[src/rtl/reply_watch_map.vh]
`ifndef REPLY_WATCH_MAP_VH
`define REPLY_WATCH_MAP_VH

// register offsets
`define RW_ADDR_DELAY_B     8'h15
`define RW_ADDR_TRIG_A      8'h16
`define RW_ADDR_TRIG_B      8'h17
`define RW_ADDR_TRIGGER     8'h1f

// reply delay config fields
`define RW_DLY_FLAG_BIT     7
`define RW_DLY_GAP_HI       6
`define RW_DLY_GAP_LO       5
`define RW_DLY_WAIT_HI      4
`define RW_DLY_WAIT_LO      1
`define RW_DLY_ON_BIT       0

// trigger assignment fields
`define RW_TRIG_CODE_HI     7
`define RW_TRIG_CODE_LO     4
`define RW_TRIG_EN_BIT      0

// trigger register value field
`define RW_TRIGVAL_HI       7
`define RW_TRIGVAL_LO       4
`define RW_TRIG_GLOBAL      4'h0

// reset values
`define RW_DELAY_B_RST      8'h00
`define RW_TRIG_RST         8'h00
`define RW_RDATA_UNMAPPED   8'h00

// timing, in bit intervals
`define RW_BASE_REPLY_BITS  5'h0a
`define RW_BASE_GAP_BITS    5'h03

// line clock and baud rates in hertz
`define RW_CLK_HZ           125000000
`define RW_BAUD_COM1        4800
`define RW_BAUD_COM2        38400
`define RW_BAUD_COM3        230400

// baud select codes
`define RW_BAUD_SEL_COM1    2'h0
`define RW_BAUD_SEL_COM2    2'h1
`define RW_BAUD_SEL_COM3    2'h2

`endif

[src/rtl/reply_watchdog_and_tx_trigger.v]
`timescale 1ns/1ps
`include "reply_watch_map.vh"

// Functional notes
// set channel b late-reply flag when the reply misses its allowed delay
// a newly set late-reply flag pulses the receive-error interrupt
// reading the delay config register clears the late-reply flag only
// two-bit field adds 0 to 3 bit intervals to the byte gap
// four-bit field adds 0 to 15 bits to the 10-bit reply wait
// host should program the extra reply wait with one
// with watch enabled, reply timing starts at the master's last stop bit
// late first reply and oversize byte gap both flag and interrupt
// with watch disabled, no monitoring and the flag reads zero
// each channel holds a 4-bit launch code in bits 7 to 4
// trigger write matching the launch code sends the transmit queue at once
// a matching trigger also starts the cycle timer when it is enabled
// trigger value zero launches every channel whose enable bit 0 is set, the same as a matching launch code
// bit 0 enables triggering; when clear the launch code is ignored
// trigger assignment bits 3 to 1 read zero and ignore writes
// channel b trigger register works the same on its own queue
// reply bit interval follows the configured line baud rate
module reply_watchdog_and_tx_trigger #(
	parameter CLK_HZ   = `RW_CLK_HZ,
	parameter DIV_COM1 = `RW_CLK_HZ / `RW_BAUD_COM1,
	parameter DIV_COM2 = `RW_CLK_HZ / `RW_BAUD_COM2,
	parameter DIV_COM3 = `RW_CLK_HZ / `RW_BAUD_COM3
) (
	// clock and reset
	input  wire       clk_sys_i,
	input  wire       reset_n_i,
	// register port behind the serial host interface
	input  wire [7:0] reg_addr_i,
	input  wire [7:0] reg_wdata_i,
	input  wire       reg_wr_i,
	input  wire       reg_rd_i,
	output wire [7:0] reg_rdata_o,
	// channel b line events
	input  wire [1:0] baud_sel_b_i,
	input  wire       tx_last_stop_b_i,
	input  wire       rx_start_b_i,
	input  wire       rx_byte_done_b_i,
	input  wire       rx_msg_done_b_i,
	output wire       late_reply_flag_b_o,
	output wire       rx_fault_irq_b_o,
	// transmit launch, both channels
	input  wire       cycle_timer_on_a_i,
	input  wire       cycle_timer_on_b_i,
	output wire       tx_queue_send_a_o,
	output wire       tx_queue_send_b_o,
	output wire       cycle_start_a_o,
	output wire       cycle_start_b_o
);

	localparam [3:0] S_IDLE  = 4'b0001;
	localparam [3:0] S_REPLY = 4'b0010;
	localparam [3:0] S_BYTE  = 4'b0100;
	localparam [3:0] S_GAP   = 4'b1000;

	// register access decode
	wire       wr_dly  = reg_wr_i && (reg_addr_i == `RW_ADDR_DELAY_B);
	wire       rd_dly  = reg_rd_i && (reg_addr_i == `RW_ADDR_DELAY_B);
	wire       wr_trig = reg_wr_i && (reg_addr_i == `RW_ADDR_TRIGGER);
	wire [3:0] trig_val = reg_wdata_i[`RW_TRIGVAL_HI:`RW_TRIGVAL_LO];

	// delay config fields of channel b
	reg  [1:0] extra_byte_gap_b_q;
	reg  [3:0] extra_reply_wait_b_q;
	reg        reply_watch_on_b_q;
	reg        late_reply_flag_b_q;
	reg        rx_fault_irq_b_q;

	always @(posedge clk_sys_i or negedge reset_n_i) begin
		if (!reset_n_i) begin
			extra_byte_gap_b_q   <= 2'h0;
			extra_reply_wait_b_q <= 4'h0;
			reply_watch_on_b_q   <= 1'b0;
		end else if (wr_dly) begin
			// flag bit is read only, write ignored there
			extra_byte_gap_b_q   <= reg_wdata_i[`RW_DLY_GAP_HI:`RW_DLY_GAP_LO];
			extra_reply_wait_b_q <= reg_wdata_i[`RW_DLY_WAIT_HI:`RW_DLY_WAIT_LO];
			reply_watch_on_b_q   <= reg_wdata_i[`RW_DLY_ON_BIT];
		end
	end

	// dividers cut to the counter width on purpose; the slowest rate still fits
	localparam [15:0] DIV1_W = DIV_COM1[15:0];
	localparam [15:0] DIV2_W = DIV_COM2[15:0];
	localparam [15:0] DIV3_W = DIV_COM3[15:0];

	// base allowances in bit intervals
	localparam [4:0] BASE_REPLY = `RW_BASE_REPLY_BITS;
	localparam [4:0] BASE_GAP   = `RW_BASE_GAP_BITS;

	// bit interval from the selected baud rate
	reg [15:0] bit_div;

	always @* begin
		bit_div = DIV3_W;
		case (baud_sel_b_i)
			`RW_BAUD_SEL_COM1: bit_div = DIV1_W;
			`RW_BAUD_SEL_COM2: bit_div = DIV2_W;
			`RW_BAUD_SEL_COM3: bit_div = DIV3_W;
			default: begin
				// spare code runs at the fastest rate
				bit_div = DIV3_W;
			end
		endcase
	end

	// reply watchdog state
	reg  [3:0]  state_q;
	reg  [3:0]  state_d;
	reg  [15:0] div_q;
	reg  [4:0]  bit_cnt_q;
	reg         restart;
	reg         timeout_set;

	wire       bit_tick  = (div_q == bit_div - 16'h0001);
	wire [4:0] wait_ext  = {1'b0, extra_reply_wait_b_q};
	wire [4:0] gap_ext   = {3'h0, extra_byte_gap_b_q};
	wire [4:0] reply_lim = BASE_REPLY + wait_ext;
	wire [4:0] gap_lim   = BASE_GAP + gap_ext;
	wire [4:0] bit_next  = bit_cnt_q + 5'h01;
	reg  [4:0] cur_lim;
	wire       expired   = bit_tick && (bit_next == cur_lim);

	// the byte gap has its own, shorter allowance
	always @* begin
		case (state_q)
			S_GAP:   cur_lim = gap_lim;
			S_REPLY: cur_lim = reply_lim;
			default: cur_lim = reply_lim;
		endcase
	end

	always @* begin
		state_d     = state_q;
		restart     = 1'b0;
		timeout_set = 1'b0;
		if (!reply_watch_on_b_q) begin
			state_d = S_IDLE;
		end else if (tx_last_stop_b_i) begin
			// a new master message always restarts the wait
			state_d = S_REPLY;
			restart = 1'b1;
		end else begin
			case (state_q)
				S_IDLE: begin
					state_d = S_IDLE;
				end
				S_REPLY: begin
					if (rx_start_b_i) begin
						state_d = S_BYTE;
					end else if (expired) begin
						state_d     = S_IDLE;
						timeout_set = 1'b1;
					end
				end
				S_BYTE: begin
					if (rx_msg_done_b_i) begin
						state_d = S_IDLE;
					end else if (rx_byte_done_b_i) begin
						state_d = S_GAP;
						restart = 1'b1;
					end
				end
				S_GAP: begin
					if (rx_msg_done_b_i) begin
						state_d = S_IDLE;
					end else if (rx_start_b_i) begin
						state_d = S_BYTE;
					end else if (expired) begin
						state_d     = S_IDLE;
						timeout_set = 1'b1;
					end
				end
				default: begin
					state_d = S_IDLE;
				end
			endcase
		end
	end

	always @(posedge clk_sys_i or negedge reset_n_i) begin
		if (!reset_n_i) begin
			state_q <= S_IDLE;
		end else begin
			state_q <= state_d;
		end
	end

	// counter parked while idle or inside a byte, so each wait starts from zero
	wire count_hold = restart || (state_q == S_IDLE) || (state_q == S_BYTE);

	always @(posedge clk_sys_i or negedge reset_n_i) begin
		if (!reset_n_i) begin
			div_q <= 16'h0000;
		end else if (count_hold || bit_tick) begin
			div_q <= 16'h0000;
		end else begin
			div_q <= div_q + 16'h0001;
		end
	end

	always @(posedge clk_sys_i or negedge reset_n_i) begin
		if (!reset_n_i) begin
			bit_cnt_q <= 5'h00;
		end else if (count_hold) begin
			bit_cnt_q <= 5'h00;
		end else if (bit_tick) begin
			bit_cnt_q <= bit_next;
		end
	end

	// set wins over the clear on read
	always @(posedge clk_sys_i or negedge reset_n_i) begin
		if (!reset_n_i) begin
			late_reply_flag_b_q <= 1'b0;
			rx_fault_irq_b_q    <= 1'b0;
		end else begin
			rx_fault_irq_b_q <= timeout_set;
			if (!reply_watch_on_b_q) begin
				late_reply_flag_b_q <= 1'b0;
			end else if (wr_dly && !reg_wdata_i[`RW_DLY_ON_BIT]) begin
				// switching the watch off drops the flag in the same edge
				late_reply_flag_b_q <= 1'b0;
			end else if (timeout_set) begin
				late_reply_flag_b_q <= 1'b1;
			end else if (rd_dly) begin
				late_reply_flag_b_q <= 1'b0;
			end
		end
	end

	// trigger assignment, one per channel
	wire [1:0] cyc_on = {cycle_timer_on_b_i, cycle_timer_on_a_i};
	wire [1:0] send;
	wire [1:0] cyc_start;
	wire [7:0] assign_rd [0:1];

	genvar ch;
	generate
		for (ch = 0; ch < 2; ch = ch + 1) begin : g_chan
			localparam [7:0] ASSIGN_OFS = ch;
			reg  [3:0] launch_code_q;
			reg        launch_match_on_q;
			reg        send_q;
			reg        cyc_q;
			wire       wr_assign  = reg_wr_i && (reg_addr_i == `RW_ADDR_TRIG_A + ASSIGN_OFS);
			wire       code_match = (trig_val == launch_code_q);
			wire       all_match  = (trig_val == `RW_TRIG_GLOBAL);
			// a disabled channel ignores its code and the global value too
			wire       hit        = launch_match_on_q && (code_match || all_match);

			always @(posedge clk_sys_i or negedge reset_n_i) begin
				if (!reset_n_i) begin
					launch_code_q     <= 4'h0;
					launch_match_on_q <= 1'b0;
				end else if (wr_assign) begin
					launch_code_q     <= reg_wdata_i[`RW_TRIG_CODE_HI:`RW_TRIG_CODE_LO];
					launch_match_on_q <= reg_wdata_i[`RW_TRIG_EN_BIT];
				end
			end

			// launch pulses are registered so the queue sees one clean cycle
			always @(posedge clk_sys_i or negedge reset_n_i) begin
				if (!reset_n_i) begin
					send_q <= 1'b0;
					cyc_q  <= 1'b0;
				end else begin
					send_q <= wr_trig && hit;
					cyc_q  <= wr_trig && hit && cyc_on[ch];
				end
			end

			assign send[ch]      = send_q;
			assign cyc_start[ch] = cyc_q;
			assign assign_rd[ch] = {launch_code_q, 3'h0, launch_match_on_q};
		end
	endgenerate

	assign tx_queue_send_a_o = send[0];
	assign tx_queue_send_b_o = send[1];
	assign cycle_start_a_o   = cyc_start[0];
	assign cycle_start_b_o   = cyc_start[1];

	// read view of the delay register, flag shown as stored
	reg [7:0] dly_rd_word;

	always @* begin
		dly_rd_word = 8'h00;
		dly_rd_word[`RW_DLY_FLAG_BIT]                = late_reply_flag_b_q;
		dly_rd_word[`RW_DLY_GAP_HI:`RW_DLY_GAP_LO]   = extra_byte_gap_b_q;
		dly_rd_word[`RW_DLY_WAIT_HI:`RW_DLY_WAIT_LO] = extra_reply_wait_b_q;
		dly_rd_word[`RW_DLY_ON_BIT]                  = reply_watch_on_b_q;
	end

	// read data, captured on the read strobe
	reg [7:0] rdata_q;

	always @(posedge clk_sys_i or negedge reset_n_i) begin
		if (!reset_n_i) begin
			rdata_q <= `RW_RDATA_UNMAPPED;
		end else if (reg_rd_i) begin
			case (reg_addr_i)
				`RW_ADDR_DELAY_B: rdata_q <= dly_rd_word;
				`RW_ADDR_TRIG_A:  rdata_q <= assign_rd[0];
				// trigger register is write only, reads as empty
				`RW_ADDR_TRIGGER: rdata_q <= `RW_RDATA_UNMAPPED;
				`RW_ADDR_TRIG_B:  rdata_q <= assign_rd[1];
				default:          rdata_q <= `RW_RDATA_UNMAPPED;
			endcase
		end
	end

	assign reg_rdata_o         = rdata_q;
	assign late_reply_flag_b_o = late_reply_flag_b_q;
	assign rx_fault_irq_b_o    = rx_fault_irq_b_q;

endmodule // reply_watchdog_and_tx_trigger

[config.mk]
export PLATFORM = sky130hd
export DESIGN_NAME = reply_watchdog_and_tx_trigger
export DESIGN_NICKNAME = d
export VERILOG_FILES = /design/src/rtl/reply_watchdog_and_tx_trigger.v
export VERILOG_INCLUDE_DIRS = /design/src /design/src/rtl
export SDC_FILE = /design/constraint.sdc
export NUM_CORES = 1
export LEC_CHECK = 0
export ABC_AREA = 1
export BUFFER_PORTS_ARGS = -buffer_cell sky130_fd_sc_hd__buf_2
export CORE_MARGIN = 1
export CORE_UTILIZATION = 27
export DETAILED_ROUTE_END_ITERATION = 8
export PLACE_DENSITY = 0.48
export SYNTH_ARGS = -nofsm -noshare
export SYNTH_HDL_FRONTEND = slang
export SYNTH_SLANG_ARGS = --single-unit
[constraint.sdc]
create_clock -name clk_sys_i -period 2.1 [get_ports clk_sys_i]
set_clock_uncertainty 0.1 [all_clocks]
set_input_delay 0.105 -clock clk_sys_i [delete_from_list [all_inputs] [get_ports clk_sys_i]]
set_output_delay 0.105 -clock clk_sys_i [all_outputs]
set_load 0.005 [all_outputs]
==> results.ini <==
[outcome]
status = complete, but fails checks
violations = DRC

[global_route]
grt_use_total_pct = 13.1
grt-ovfl-total = 0
antenna_found_initial = 0
grt_start_max_net_pins = 36
grt_pass1_wl_mm = 13.0
grt_pass1_vias = 2758

[synth]
yosys.area_share.xor_xnor_pct = 3.81
avgSynthCellArea_um2 = 7.71
synth_edf_count = 0
synth_fa_ha_area_share_pct = 1.56
synth-seq-area-share_pct = 43.6
synthesis.nets = 449
synth-main-ff-cell = dfrtp_1
yosys_warnings = 0
synth_top_family_by_area = simple AND/OR/NAND/NOR gates
muxShareOfSynthArea_pct = 0.350
synthSimpleGateAreaFrac_pct = 32.9
synth_cell_type_count = 41
synth-seq-cells = 56
syn-instance-count = 417
syn_area_um2 = 3220
synthArstFlopShare_pct = 100
synth_compound_area_share_pct = 9.77

[timing]
drv_slew = 0
setup_viol = 0
maxSlewHeadroom_pct = 61.8
max_clock_freq_mhz = 532
worst_pin_slew_ps = 572
hold_viol = 0
hold_slack_ps = 9.60
final.setup.tns_ps = 0
min_period_ps = 1880
period_share_pct = 89.4
rsz0062_at_grt = no

[worst_setup_path]
cp-start-kind = flop
crit_required_ps = 2190
arrival_ps = 1970
startpoint = div_q[1]
crit_chain = ha_1, nand3_2, nor4_4, nand3_2, inv_1, nand3_1, nor2_1, nor2_1, o21a_1
cpMaxStageDelayCell = dfrtp_1
cp_num_buf_inv = 1
endpoint_kind = flop
r2r-start = div_q[1]
critical_path_class = flop to flop
path_delay_family = simple AND/OR/NAND/NOR gates
cp_max_fo = 4
max_stage_delay_ps = 400

[cts]
cts-root-buf = clkbuf_16
clkLatencyLatePin_ps = 290
cts_max_path_buffers = 2
cts-buffers-inserted = 5
clk_pin_slew_ps = 70
cts.sinks = 56
cts_tree = built
cts_htree_levels = 2

[power]
p_int_mw = 1.65
power.leakage_nw = 1.93
power.density_nw_per_um2 = 574
p_sw_mw = 0.564
comb_power_share_pct = 11.6
clockPowerShare_pct = 37.0
swShare_pct = 25.5
ir_worst_vdd_mv = 0.309
p_seq_share_pct = 51.4

[worst_hold_path]
worst_hold_startpoint = reg_wdata_i[3]
hold_class = input pin to flop

[floorplanning]
ios = 42
die_area_um2 = 12300
dieWidth_um = 111
core.rowCount = 39
die_h_um = 111
initial_core_util_pct = 27.9
core_region_area_um2 = 11500

[drt]
wirelength_mm = 7.58
firstDrtPassIters = 6
wire_per_inst_um = 12.3
drc_errors = 4
vias = 2812
vias_per_cell = 4.55
antenna_left = 0
drtIter0Drc = 143

[layout]
antenna_cells = 0
multiInputGateArea_um2 = 1580
layout.nets = 506
seq_area_um2 = 1400
finish.utilization_pct = 33.5
synthToLayoutAreaGrowth_pct = 20.1
final_cell_mix = nand2_1, inv_1, dfrtp_1
drive_gt1_share_pct = 17.7
fillerInstances = 1223
final_common_cell = nand2_1

[placement]
gp_congestion = 0.864
port_buffers = 41
dpl.hpwl_mm = 6.02

[run]
cap_violations = 0

[routing by layer]
metal  track usage, %  vias up  share of wire [%]  wire length (um)
met1             17.6     1301                 50              3790
li1                 -     1456                  -                 -
met3             2.35        8                3.1               237
met2             21.7       47                 46              3470
met4             3.78        0                1.1                84
met5                0        -                  0                 0
[sequential cells by signal, indices dropped and copies added, names as in the netlist]
name	flops
state_q	4
extra_reply_wait_b_q	4
reply_watch_on_b_q	1
g_chan.launch_match_on_q	2
rx_fault_irq_b_o	1
g_chan.launch_code_q	8
cycle_start_b_o	1
div_q	16
reg_rdata_o	8
bit_cnt_q	5
cycle_start_a_o	1
late_reply_flag_b_o	1
tx_queue_send_b_o	1
tx_queue_send_a_o	1
extra_byte_gap_b_q	2
[synth_stat cells, types with 4 or more instances]
library cell / number / area share, %
nand2_1: 99 / 12
ha_1: 4 / 1.6
nand3_2: 4 / 1.2
nand2_2: 5 / 0.97
nor3_1: 11 / 1.7
o21ai_0: 31 / 4.8
a21oi_1: 20 / 3.1
inv_1: 61 / 7.1
dfrtp_1: 55 / 43
xor2_1: 8 / 2.2
nand3_1: 31 / 4.8
nor2_1: 42 / 4.9
xnor2_1: 6 / 1.6
[power groups by stage]
stage | registers, mW | logic, mW | clock network (mW)
2_1_floorplan | 1.15 | 0.153 | 0
3_3_place_gp | 1.16 | 0.249 | 0
3_5_place_dp | 1.16 | 0.249 | 0
4_1_cts | 1.14 | 0.262 | 0.852
5_1_grt | 1.14 | 0.299 | 0.898
6_report | 1.14 | 0.257 | 0.820
[worst register-to-register path, stage by stage, from the launching register on]
cell and delay [ps]:
dfrtp_1 400, ha_1 220, nand3_2 130, nor4_4 310
nand3_2 140, inv_1 100, nand3_1 110, nor2_1 110
nor2_1 50, o21a_1 100
[repair_timing]
action,in CTS,in global routing
resized for setup,0,4
endpoints found under the setup margin,0,2
endpoints found under the hold margin,29,0
hold buffers,9,0
buffers inserted,0,1
[through the flow]
step | cells | power, mW | area (um^2) | setup slack [ps]
after floorplan | 417 | 1.31 | 3220 | 398
after global placement | 600 | 1.41 | 3610 | 240
after detailed placement | 600 | 1.41 | 3610 | 186
after CTS | 617 | 2.25 | 3830 | 161
after global routing | 618 | 2.34 | 3860 | 21.8
final | 618 | 2.22 | 3860 | 222
[final cells by class]
cell class | count | area share (%)
multi-input cells | 295 | 40.8
flip-flops and latches | 56 | 36.3
repair buffers | 53 | 8.55
inverters | 63 | 6.12
well taps | 143 | 4.63
clock buffers | 7 | 3.43
clock inverters | 1 | 0.130
[cells by family after synthesis]
logic type,after synthesis
and+or+nand+nor,217
buffers and inverters,66
AOI/OAI and AO/OA,59
DFF,56
xor gates and xnor gates,14
adders and majority gates,4
muxes,1
[path summary, 6_finish.rpt]
kind	endpoint	slack (ps)	cells past startpoint
worst max-delay path	div_q[12]	220	9
worst min-delay path	extra_reply_wait_b_q[2]	10	3
worst max register to register	div_q[12]	220	9
worst min register to register	state_q[0]	360	1
max in group asynchronous	state_q[0]	1000	3
min in group asynchronous	div_q[13]	240	2
No activity file was read; power rests on OpenSTA's default activity.
